## src/shared/timer0_consts.vh

```
`ifndef TIMER0_CONSTS_VH
`define TIMER0_CONSTS_VH
// Register offsets
`define OFS_CMP_B      8'h28
`define OFS_CTRL_B     8'h33
`define OFS_FLAGS      8'h38
`define OFS_ENABLES    8'h39
`define OFS_COUNTER    8'h32
`define OFS_CMP_A      8'h36
`define OFS_CTRL_A     8'h2A
// Field positions
`define BIT_FORCE_A    7
`define BIT_FORCE_B    6
`define BIT_WAVE_MSB   3
`define BIT_CMP_A      4
`define BIT_CMP_B      3
`define BIT_OVF        1
`define CTRL_B_RMASK   8'h0F
`define IRQ_MASK       8'h1A
// Values
`define ZERO8          8'h00
`define TOP_MAX        8'hFF
// Wave modes
`define WM_NORMAL      3'h0
`define WM_PC_FF       3'h1
`define WM_CTC         3'h2
`define WM_FAST_FF     3'h3
`define WM_PC_A        3'h5
`define WM_FAST_A      3'h7
// Clock select codes
`define CS_STOP        3'h0
`define CS_DIV1        3'h1
`define CS_DIV8        3'h2
`define CS_DIV64       3'h3
`define CS_DIV256      3'h4
`define CS_DIV1024     3'h5
`define CS_EXT_FALL    3'h6
`define CS_EXT_RISE    3'h7
`endif

```

## src/hdl/timer0_ctrl_flags_regs.v

```verilog
`timescale 1ns/1ps
`default_nettype none
`include "timer0_consts.vh"
// Behaviour
// Force bit applies compare action, non-PWM only
// Forced compare sets no flag, no clear
// Force bits read back as zero
// Software keeps force bits zero in PWM
// Clock select: stop, prescaler taps, pin
// Pin edges count even when pin output
// Counter read/write; write blocks next match
// Compare registers matched continuously with counter
// Request needs enable, flag and global bit
// Compare A flag: set on match, clear
// Compare B flag: set on match, clear
// Overflow flag set per wave mode
// Reserved bits read as zero
// Control B holds wave msb and select
// Three wave bits choose counting mode
// Hardware set wins over software clear
module timer0_ctrl_flags_regs (
   input  wire       i_core_clk,                 // Core clock, 250 MHz
   input  wire       i_reset,                    // Async reset, high
   input  wire [7:0] i_addr,                     // Register address
   input  wire [7:0] i_wdata,                    // Write data
   input  wire       i_wr,                       // Write strobe
   input  wire       i_rd,                       // Read strobe
   output reg  [7:0] o_rdata,                    // Read data, next cycle
   input  wire [1:0] i_out_mode_a,               // Output mode channel A
   input  wire [1:0] i_out_mode_b,               // Output mode channel B
   input  wire [1:0] i_wave_mode_low,            // Low wave-mode bits
   input  wire       i_global_irq_en,            // Global interrupt bit
   input  wire       i_vec_ack_a,                // Compare A vector taken
   input  wire       i_vec_ack_b,                // Compare B vector taken
   input  wire       i_vec_ack_ovf,              // Overflow vector taken
   input  wire       i_ext_count_pin,            // External count pin
   output reg        o_wave_out_a,               // Waveform output A
   output reg        o_wave_out_b,               // Waveform output B
   output wire       o_wave_en_a,                // Output A connected
   output wire       o_wave_en_b,                // Output B connected
   output wire       o_irq_cmp_a,                // Compare A request
   output wire       o_irq_cmp_b,                // Compare B request
   output wire       o_irq_ovf,                  // Overflow request
   output wire       o_irq                       // Combined interrupt level
);
   // ==================================================================
   // Registers and state
   reg  [7:0] counter_value;                     // Counter
   reg  [7:0] compare_value_a;                   // Compare A
   reg  [7:0] compare_value_b;                   // Compare B
   reg        wave_mode_msb;                     // Wave mode bit 2
   reg  [2:0] clk_source_sel;                    // Clock select
   reg  [7:0] timer_irq_enables;                 // Mask register
   reg        cmp_a_flag;                        // Compare A flag
   reg        cmp_b_flag;                        // Compare B flag
   reg        overflow_flag;                     // Overflow flag
   reg        count_down;                        // Phase-correct direction
   reg        block_match;                       // Match blocked after write
   reg  [7:0] next_counter;                      // Counter after tick
   reg        next_down;                         // Direction after tick
   reg        ovf_event;                         // Overflow on this tick
   reg  [7:0] top;                               // Current top
   wire       tick;                              // Timer clock enable
   wire [2:0] wave_mode;                         // Full wave mode
   wire       pwm_mode;                          // Any PWM mode
   wire       is_fast;                           // Fast PWM mode
   wire       is_pc;                             // Phase-correct mode
   wire       match_a;                           // Counter equals A
   wire       match_b;                           // Counter equals B
   wire       hit_a;                             // Live match event A
   wire       hit_b;                             // Live match event B
   wire       wr_ctrl_b;                         // Control B written
   wire       wr_flags;                          // Flag register written
   wire       force_a;                           // Force strobe A
   wire       force_b;                           // Force strobe B

   assign wave_mode = {wave_mode_msb, i_wave_mode_low};
   assign is_fast   = (wave_mode == `WM_FAST_FF) | (wave_mode == `WM_FAST_A);
   assign is_pc     = (wave_mode == `WM_PC_FF) | (wave_mode == `WM_PC_A);
   assign pwm_mode  = is_fast | is_pc;
   assign wr_ctrl_b = i_wr & (i_addr == `OFS_CTRL_B);
   assign wr_flags  = i_wr & (i_addr == `OFS_FLAGS);
   // Force only in non-PWM modes; software keeps them zero otherwise
   assign force_a   = wr_ctrl_b & i_wdata[`BIT_FORCE_A] & ~pwm_mode;
   assign force_b   = wr_ctrl_b & i_wdata[`BIT_FORCE_B] & ~pwm_mode;
   assign match_a   = (counter_value == compare_value_a);
   assign match_b   = (counter_value == compare_value_b);
   // Match acts once per timer tick; a counter write blocks the next one
   assign hit_a     = tick & match_a & ~block_match;
   assign hit_b     = tick & match_b & ~block_match;
   assign o_wave_en_a = |i_out_mode_a;
   assign o_wave_en_b = |i_out_mode_b;

   // ==================================================================
   // Prescaler
   timer0_prescaler u_prescaler (
      .i_core_clk (i_core_clk),
      .i_reset    (i_reset),
      .i_sel      (clk_source_sel),
      .i_ext_pin  (i_ext_count_pin),
      .o_tick     (tick)
   );

   // ==================================================================
   // Next counter value per wave mode
   always @* begin
      top       = ((wave_mode == `WM_CTC) | (wave_mode == `WM_PC_A) |
                   (wave_mode == `WM_FAST_A)) ? compare_value_a : `TOP_MAX;
      next_down = count_down;
      ovf_event = 1'b0;
      if (is_pc) begin
         // Up to top, then down to bottom; overflow at bottom
         if (!count_down) begin
            if (counter_value == top) begin
               next_counter = counter_value - 8'h01;
               next_down    = 1'b1;
            end else begin
               next_counter = counter_value + 8'h01;
            end
         end else begin
            if (counter_value == `ZERO8) begin
               next_counter = counter_value + 8'h01;
               next_down    = 1'b0;
               ovf_event    = 1'b1;
            end else begin
               next_counter = counter_value - 8'h01;
            end
         end
      end else if (counter_value == top) begin
         // Wrap to bottom; overflow at max, or at top in fast-to-A
         next_counter = `ZERO8;
         ovf_event    = (wave_mode == `WM_FAST_A) | (counter_value == `TOP_MAX);
      end else begin
         // Counter above a lower top still wraps at max
         next_counter = counter_value + 8'h01;
         ovf_event    = (counter_value == `TOP_MAX);
      end
   end

   // ==================================================================
   // Counter, direction and match blocking
   always @(posedge i_core_clk or posedge i_reset) begin
      if (i_reset) begin
         counter_value <= `ZERO8;
         count_down    <= 1'b0;
         block_match   <= 1'b0;
      end else if (i_wr && i_addr == `OFS_COUNTER) begin
         counter_value <= i_wdata;
         block_match   <= 1'b1;
      end else if (tick) begin
         counter_value <= next_counter;
         count_down    <= next_down;
         block_match   <= 1'b0;
      end
   end

   // ==================================================================
   // Software registers
   always @(posedge i_core_clk or posedge i_reset) begin
      if (i_reset) begin
         compare_value_a   <= `ZERO8;
         compare_value_b   <= `ZERO8;
         wave_mode_msb     <= 1'b0;
         clk_source_sel    <= `CS_STOP;
         timer_irq_enables <= `ZERO8;
      end else if (i_wr) begin
         case (i_addr)
            `OFS_CMP_A:   compare_value_a <= i_wdata;
            `OFS_CMP_B:   compare_value_b <= i_wdata;
            `OFS_CTRL_B: begin
               wave_mode_msb  <= i_wdata[`BIT_WAVE_MSB];
               clk_source_sel <= i_wdata[2:0];
            end
            // Only our three enable bits are stored
            `OFS_ENABLES: timer_irq_enables <= i_wdata & `IRQ_MASK;
            default: begin
            end
         endcase
      end
   end

   // ==================================================================
   // Flags: hardware set takes priority over any clear
   always @(posedge i_core_clk or posedge i_reset) begin
      if (i_reset) begin
         cmp_a_flag    <= 1'b0;
         cmp_b_flag    <= 1'b0;
         overflow_flag <= 1'b0;
      end else begin
         // Force strobes never reach the flags
         if (hit_a)                                                       // see
            cmp_a_flag <= 1'b1;
         else if (i_vec_ack_a | (wr_flags & i_wdata[`BIT_CMP_A]))
            cmp_a_flag <= 1'b0;
         if (hit_b)
            cmp_b_flag <= 1'b1;
         else if (i_vec_ack_b | (wr_flags & i_wdata[`BIT_CMP_B]))
            cmp_b_flag <= 1'b0;
         if (tick & ovf_event)
            overflow_flag <= 1'b1;
         else if (i_vec_ack_ovf | (wr_flags & i_wdata[`BIT_OVF]))
            overflow_flag <= 1'b0;
      end
   end

   // ==================================================================
   // Interrupt requests
   assign o_irq_cmp_a = i_global_irq_en & timer_irq_enables[`BIT_CMP_A] & cmp_a_flag;
   assign o_irq_cmp_b = i_global_irq_en & timer_irq_enables[`BIT_CMP_B] & cmp_b_flag;
   assign o_irq_ovf   = i_global_irq_en & timer_irq_enables[`BIT_OVF] & overflow_flag;
   assign o_irq       = o_irq_cmp_a | o_irq_cmp_b | o_irq_ovf;

   // ==================================================================
   // Waveform outputs; forced matches act like live ones
   task automatic apply_mode;
      input  [1:0] mode;
      input        cur;
      input        up;
      output       res;
      begin
         if (pwm_mode) begin
            // PWM: clear/set on match, inverse when counting down
            res = (mode[1]) ? (mode[0] ^ ~up) : cur;
         end else begin
            case (mode)
               2'h1:    res = ~cur;
               2'h2:    res = 1'b0;
               2'h3:    res = 1'b1;
               default: res = cur;
            endcase
         end
      end
   endtask

   reg next_wave_a;                              // Next output A
   reg next_wave_b;                              // Next output B

   // Output action per channel
   always @* begin
      next_wave_a = o_wave_out_a;
      next_wave_b = o_wave_out_b;
      if (hit_a | force_a)
         apply_mode(i_out_mode_a, o_wave_out_a, ~count_down, next_wave_a);
      else if (tick & is_fast & i_out_mode_a[1] & (next_counter == `ZERO8))
         next_wave_a = ~i_out_mode_a[0];         // Bottom restores in fast PWM
      if (hit_b | force_b)
         apply_mode(i_out_mode_b, o_wave_out_b, ~count_down, next_wave_b);
      else if (tick & is_fast & i_out_mode_b[1] & (next_counter == `ZERO8))
         next_wave_b = ~i_out_mode_b[0];
   end

   always @(posedge i_core_clk or posedge i_reset) begin
      if (i_reset) begin
         o_wave_out_a <= 1'b0;
         o_wave_out_b <= 1'b0;
      end else begin
         o_wave_out_a <= next_wave_a;
         o_wave_out_b <= next_wave_b;
      end
   end

   // ==================================================================
   // Read port, data one cycle after the strobe
   always @(posedge i_core_clk or posedge i_reset) begin
      if (i_reset) begin
         o_rdata <= `ZERO8;
      end else if (i_rd) begin
         case (i_addr)
            `OFS_COUNTER: o_rdata <= counter_value;
            `OFS_CMP_A:   o_rdata <= compare_value_a;
            `OFS_CMP_B:   o_rdata <= compare_value_b;
            // Force bits and reserved bits read zero
            `OFS_CTRL_B:  o_rdata <= {4'h0, wave_mode_msb, clk_source_sel} & `CTRL_B_RMASK; // see
            `OFS_ENABLES: o_rdata <= timer_irq_enables;
            `OFS_FLAGS:   o_rdata <= {3'h0, cmp_a_flag, cmp_b_flag, 1'b0, overflow_flag, 1'b0};
            default:      o_rdata <= `ZERO8;
         endcase
      end else begin
         o_rdata <= `ZERO8;
      end
   end
endmodule // timer0_ctrl_flags_regs
`default_nettype wire

```

## src/hdl/timer0_prescaler.v

```verilog
`timescale 1ns/1ps
`default_nettype none
`include "timer0_consts.vh"
// =====================================================================
// Prescaler and external count pin edge detector
module timer0_prescaler #(
   parameter DIV_W = 10                          // Prescaler width
) (
   input  wire       i_core_clk,                 // Core clock
   input  wire       i_reset,                    // Async reset, high
   input  wire [2:0] i_sel,                      // Clock source select
   input  wire       i_ext_pin,                  // External count pin
   output reg        o_tick                      // One-cycle count enable
);
   reg  [DIV_W-1:0] div_count;                   // Free-running divider
   reg              ext_meta;                    // Sync stage 1
   reg              ext_sync;                    // Sync stage 2
   reg              ext_prev;                    // Previous synced level
   reg              next_tick;                   // Combined tick
   wire [DIV_W-1:0] div_inc;                     // Divider plus one
   assign div_inc = div_count + {{(DIV_W-1){1'b0}}, 1'b1};

   // Divider and pin synchroniser; pin is read even when driven as output
   always @(posedge i_core_clk or posedge i_reset) begin
      if (i_reset) begin
         div_count <= {DIV_W{1'b0}};
         ext_meta  <= 1'b0;
         ext_sync  <= 1'b0;
         ext_prev  <= 1'b0;
         o_tick    <= 1'b0;
      end else begin
         div_count <= div_inc;
         ext_meta  <= i_ext_pin;
         ext_sync  <= ext_meta;
         ext_prev  <= ext_sync;
         o_tick    <= next_tick;
      end
   end

   // Tap select: a tap fires when low bits of next count wrap to zero
   always @* begin
      case (i_sel)
         `CS_STOP:     next_tick = 1'b0;
         `CS_DIV1:     next_tick = 1'b1;
         `CS_DIV8:     next_tick = (div_inc[2:0] == 3'h0);
         `CS_DIV64:    next_tick = (div_inc[5:0] == 6'h00);
         `CS_DIV256:   next_tick = (div_inc[7:0] == 8'h00);
         `CS_DIV1024:  next_tick = (div_inc[9:0] == 10'h000);
         `CS_EXT_FALL: next_tick = ext_prev & ~ext_sync;
         `CS_EXT_RISE: next_tick = ~ext_prev & ext_sync;
         default:      next_tick = 1'b0;
      endcase
   end
endmodule // timer0_prescaler
`default_nettype wire

```

## config.mk

```make
export PLATFORM = sky130hd
export DESIGN_NAME = timer0_ctrl_flags_regs
export DESIGN_NICKNAME = d
export VERILOG_FILES = /design/src/hdl/timer0_ctrl_flags_regs.v /design/src/hdl/timer0_prescaler.v
export VERILOG_INCLUDE_DIRS = /design/src /design/src/shared
export SDC_FILE = /design/constraint.sdc
export NUM_CORES = 1
export LEC_CHECK = 0
export BUFFER_PORTS_ARGS = -buffer_cell sky130_fd_sc_hd__buf_2
export CAP_MARGIN = 0
export CORE_MARGIN = 2
export CORE_UTILIZATION = 53
export DETAILED_ROUTE_END_ITERATION = 12
export PLACE_DENSITY = 0.77
export SYNTH_ARGS = -nofsm -noshare
export SYNTH_HDL_FRONTEND = slang
export SYNTH_SLANG_ARGS = --single-unit
```

## constraint.sdc

```tcl
create_clock -name i_core_clk -period 2.6 [get_ports i_core_clk]
set_input_delay 0.39 -clock i_core_clk [delete_from_list [all_inputs] [get_ports i_core_clk]]
set_output_delay 0.39 -clock i_core_clk [all_outputs]
set_load 0.03 [all_outputs]
```

# == Word level (Yosys, flattened, before mapping) ==
# Index checks and enable logic that the tools add are counted.
# op_classes
n_bitwise,51
muxes,36
n_addsub,3
reduce_logical,23
n_eq_ne,32
# ops
op,n
two-way mux 8 bit,9
equality test 8 x 6 -> 1 bit (second input constant),6
case mux 8 bit (6 select lines),1
bitwise AND 1 bit,27
equality test 8 bit,3
zero test 8 bit,3
two-way mux 1 bit,23
equality test 3 bit (second input constant),6
bitwise OR 1 bit,13
equality test 3 x 2 -> 1 bit (second input constant),4
nonzero test 2 bit,6
adder 10 x 1 -> 10 bit (second input constant),1
zero test 10 bit,1
inequality test 5 x 2 -> 1 bit (second input constant),2
inverter 1 bit,9
AND reduction 3 bit,3
adder 8 x 1 -> 8 bit (second input constant),1
equality test 2 bit (second input constant),4
equality test 8 bit (second input constant),1
case mux 1 bit (8 select lines),1
AND reduction 2 bit,4
subtractor 8 x 1 -> 8 bit (second input constant),1
equality test 3 x 1 -> 1 bit (second input constant),2
zero test 3 bit,2
other kinds (7),12
# totals
out_inout_bits,16
regBits,60
elab_cells,164
inputBits,31

# == Longest topological paths before layout ==
# depth
word_depth,12
depth_mapped,11
depth_no_buf,10

# == Modules after synthesis ==
# A second synthesis with hierarchy kept.
# hier_totals
hier_cells,399
area_unflattened_um2,3761.1
# modules_own_cells
mod,seq_area_each_um2,n_inst,area_per_inst_um2,cells_per_inst
timer0_ctrl_flags_regs,1151.1,1,3106.7,342
timer0_prescaler,350.3,1,654.4,57

# == Worst setup path before layout ==
# OpenSTA, ideal clock, no wires.
# synth_timing
path_type,register to register
from,register wave_mode_msb
to,register o_wave_out_a
period_less_slack_ns,2.622
path_slack_ns,-0.022
stages_incl_launch_ff,11
n_path_buf,1
setup_time_ns,0.128
required_time_ns,2.472
t_arrival_ns,2.495
cell_sequence,dfrtp_1 or3b_1 a222oi_1 o211a_1 a21o_1 buf_6 nand3_2 a32o_1 and3b_4 a21boi_1 mux2_1
# synth_between
elab_chain_cells,12
word_cells_on_any_way,29
classes_between,eq/ne: 8; mux: 7; bitwise: 11; reduce/logical: 3
# synth_lines
element,line_no,text
from (decl),timer0_ctrl_flags_regs.v:51,reg wave_mode_msb;
from (signal assigned),timer0_ctrl_flags_regs.v:171,wave_mode_msb <= i_wdata[`BIT_WAVE_MSB];
equality test 3 x 2 -> 1 bit (no line) / equality test 3 bit (equally long branches),n/a,
bitwise OR 1 bit (2 in a row),timer0_ctrl_flags_regs.v:107,top = ((wave_mode == `WM_CTC) | (wave_mode == `WM_PC_A) |
two-way mux 8 bit (no line),n/a,
equality test 8 bit,"timer0_ctrl_flags_regs.v:114, timer0_ctrl_flags_regs.v:129",
two-way mux 8 bit,timer0_ctrl_flags_regs.v:114,if (counter_value == top) begin
two-way mux 8 bit,timer0_ctrl_flags_regs.v:113,if (!count_down) begin
two-way mux 8 bit,timer0_ctrl_flags_regs.v:111,if (is_pc) begin
zero test 8 bit (no line),n/a,
bitwise AND 1 bit,timer0_ctrl_flags_regs.v:244,else if (tick & is_fast & i_out_mode_a[1] & (next_counter == `ZERO8))
nonzero test 2 bit (no line),n/a,
AND reduction 3 bit (no line),n/a,
to (signal assigned),timer0_ctrl_flags_regs.v:257,o_wave_out_a <= next_wave_a;
to (decl),timer0_ctrl_flags_regs.v:37,"output reg o_wave_out_a,"
# Several ways; a longest one is shown, not always the timed one.
# A chain may end at the register's enable or synchronous reset.

# == Final worst setup path ==
# Ends and elaborated chain as after synthesis.

==> qor.yml <==
status: "finished with violations"
violations: "negative setup slack"
fmaxAchievable_mhz: 362.3
vias_per_cell: 6.035
worst_slew_pin_slew_ns: 0.5534
die_area_mm2: 0.007767
syn_inst: 403
reg2reg_from: "wave_mode_msb"
maxSlewHeadroom: 0.6278
vias: 3615
setup_viol: 2
nets: 536
worst_hold_path_type: "input port to asynchronous set/reset pin"
p_per_area_mw_per_mm2: 707.0
grt_max_degree: 27
antenna_found_initial: 0
yosys.cell_types.count: 66
dp_hpwl_um: 8410
fin_ws_ns: -0.1602
antenna_left: 0
final_common_cell: "dfrtp_1"
synth_ff_type: "dfrtp_1"
hold_violations: 0
required_ns: 2.82
grt_setup_unrepaired: "true"
grt.total_usage: 0.3057
p_leak_nw: 2.249
areaGrowthSynthToFinish_pct: 26.35
drv_slew: 0
grt_pass1_vias: 3515
yosys_warnings: 0
worstPathArrival_ns: 2.98
clockRootBuffer: "clkbuf_8"
grt_pass1_wl_um: 17730
yosys-top-cells-area: "dfrtp_1 (40%), mux2_2 (8.7%), nand2_1 (4.1%)"
vdd_drop_max_mv: 0.4844
finalCritPeriodShare: 1.062
cts_made_buffers: 9
final_cell_mix: "dfrtp_1 (60), buf_4 (52), buf_2 (46)"
path_clk_slew_ns: 0.07
fp-row-count: 30
crit_path_end_kind: "flip-flop"
htreeDepth: 3
dieHeight_um: 88.13
crit_family: "compound AO/OA/AOI/OAI gates"
first_pass_iters: 6
fin_crit_ns: 2.760
synth_top_area_frac: 0.4003
setup.worst_path.start: "wave_mode_msb"
drc: 0
ys_ff_latch: 60
syn_avg_cell_area_um2: 9.308
cp_cell_sequence: "or3b_4, a222oi_1, o211a_1, a21boi_4, o21ai_1, nand4_1, nor4b_4, a21boi_2, mux2_4"
drt-total-wl_um: 11250
async_reset_ff_frac: 1.000
post-route-util: 0.6938
holdWs_ns: 0.004793
cts_tree: "yes"
placeableCoreArea_mm2: 0.006832
yosysTopAreaCell: "dfrtp_1"
start_kind: "flip-flop"
max_cap_violations: 0
syn-num-nets: 441
grt_overflow: 0
clkLatencyLatePin_ns: 0.34
place_congestion: 0.9175
netlist_area_mm2: 0.003751
cts.sinks: 60
crit_slowest_cell: "or3b_4"
critPathMaxStageDelay_ns: 0.41
num_antenna_cells: 0
skew_ns: 0.007630
synth_edf_count: 0
io_buffer_count: 46
drt_iter0_markers: 373
die_x_um: 88.13
ctsLongestPathBuffers: 2
wire_per_inst_um: 18.78
drive_above_1_share: 0.3340
io_pins: 47
path_class: "flip-flop to flip-flop"
start_util: 0.5491
path_buf_inv: 0
ys_seq_area_frac: 0.4003
crit_fanout: 9
timing repair:
action                                  CTS  global route
endpoints found under the setup margin    2             4
hold buffers                              0             0
buffers inserted                          1             1
hold endpoints to repair                  0             0
pin swaps                                 7             6
gates cloned                              0             0
resized for setup                        10             6
worst register-to-register path, stage by stage (launching register included):
cell and delay [ns]:
dfrtp_1 0.38, or3b_4 0.41, a222oi_1 0.36, o211a_1 0.27, a21boi_4 0.12, o21ai_1 0.15, nand4_1 0.20, nor4b_4 0.35
a21boi_2 0.11, mux2_4 0.30
flip-flops by register name (all words and copies together), names as in the netlist, 3 cells and up:
register / cells
clk_source_sel: 3
compare_value_a: 8
compare_value_b: 8
counter_value: 8
o_rdata: 8
timer_irq_enables: 3
u_prescaler.div_count: 10
through the flow:
step / total power (W) / TNS, ns / cell area, µm² / setup WS [ns] / cells
after floorplan: 0.001791 / -0.03318 / 3751 / -0.02211 / 403
after global placement: 0.002286 / -0.5642 / 4433 / -0.2902 / 581
after detailed placement: 0.002300 / -0.7290 / 4433 / -0.3744 / 581
after CTS: 0.003295 / -0.3761 / 4702 / -0.1885 / 598
after global routing: 0.003483 / -0.4779 / 4740 / -0.2475 / 599
final: 0.003351 / -0.3078 / 4740 / -0.1602 / 599
path summary, 6_finish.rpt:
check	endpoint	slack (ns)	cells past startpoint
worst max-delay path	o_wave_out_a	-0.16	9
worst min-delay path	timer_irq_enables[4]	0.005	2
worst max register to register	o_wave_out_a	-0.16	9
worst min register to register	u_prescaler.ext_sync	0.38	0
max in group asynchronous	compare_value_a[4]	1.91	3
min in group i_core_clk	u_prescaler.ext_meta	0.16	1
final cells by class:
type                            instances  area, µm²
Inverter                               16      60.06
Fill cell                             547       2092
Clock buffer                           12      145.1
Multi-Input combinational cell        311       2188
Sequential cell                        60       1501
Tap cell                               96      120.1
Timing Repair Buffer                  100      651.9
Clock inverter                          4      72.57
routing by layer:
layer  vias up  routed length [µm]  track usage
met5         -                   0            0
met4         0                 322       0.1143
met3        33                 741      0.05749
met2       175                5494       0.5069
met1      1745                4692       0.3999
li1       1662                   -            -
logic make-up (layout without fill, tap and decap cells):
family / Yosys count / after routing / synth area share
adders and majority gates: 7 / 7 / 0.02335
xor gates and xnor gates: 18 / 18 / 0.04203
muxes: 38 / 38 / 0.1114
buffers and inverters: 32 / 132 / 0.03502
DFF: 60 / 60 / 0.4003
AOI/OAI and AO/OA: 85 / 85 / 0.1538
and+or+nand+nor: 163 / 163 / 0.2342
synth_stat cells (12+ instances only):
cell type	instances
xnor2_1	16
o21ai_1	14
nand2_1	41
a21oi_1	12
nand3_1	19
inv_1	13
dfrtp_1	60
mux2_2	29
nor2_1	24
nor3_1	12
a22oi_1	12
o21ai_0	12
report_power, final:
part	switching [W]	internal, W	leakage [nW]
Combinational	0.000729	0.000565	1.35
Clock	0.000373	0.000565	0.107
Sequential	0.000104	0.00102	0.791
Power figures use the tool's default switching activity.
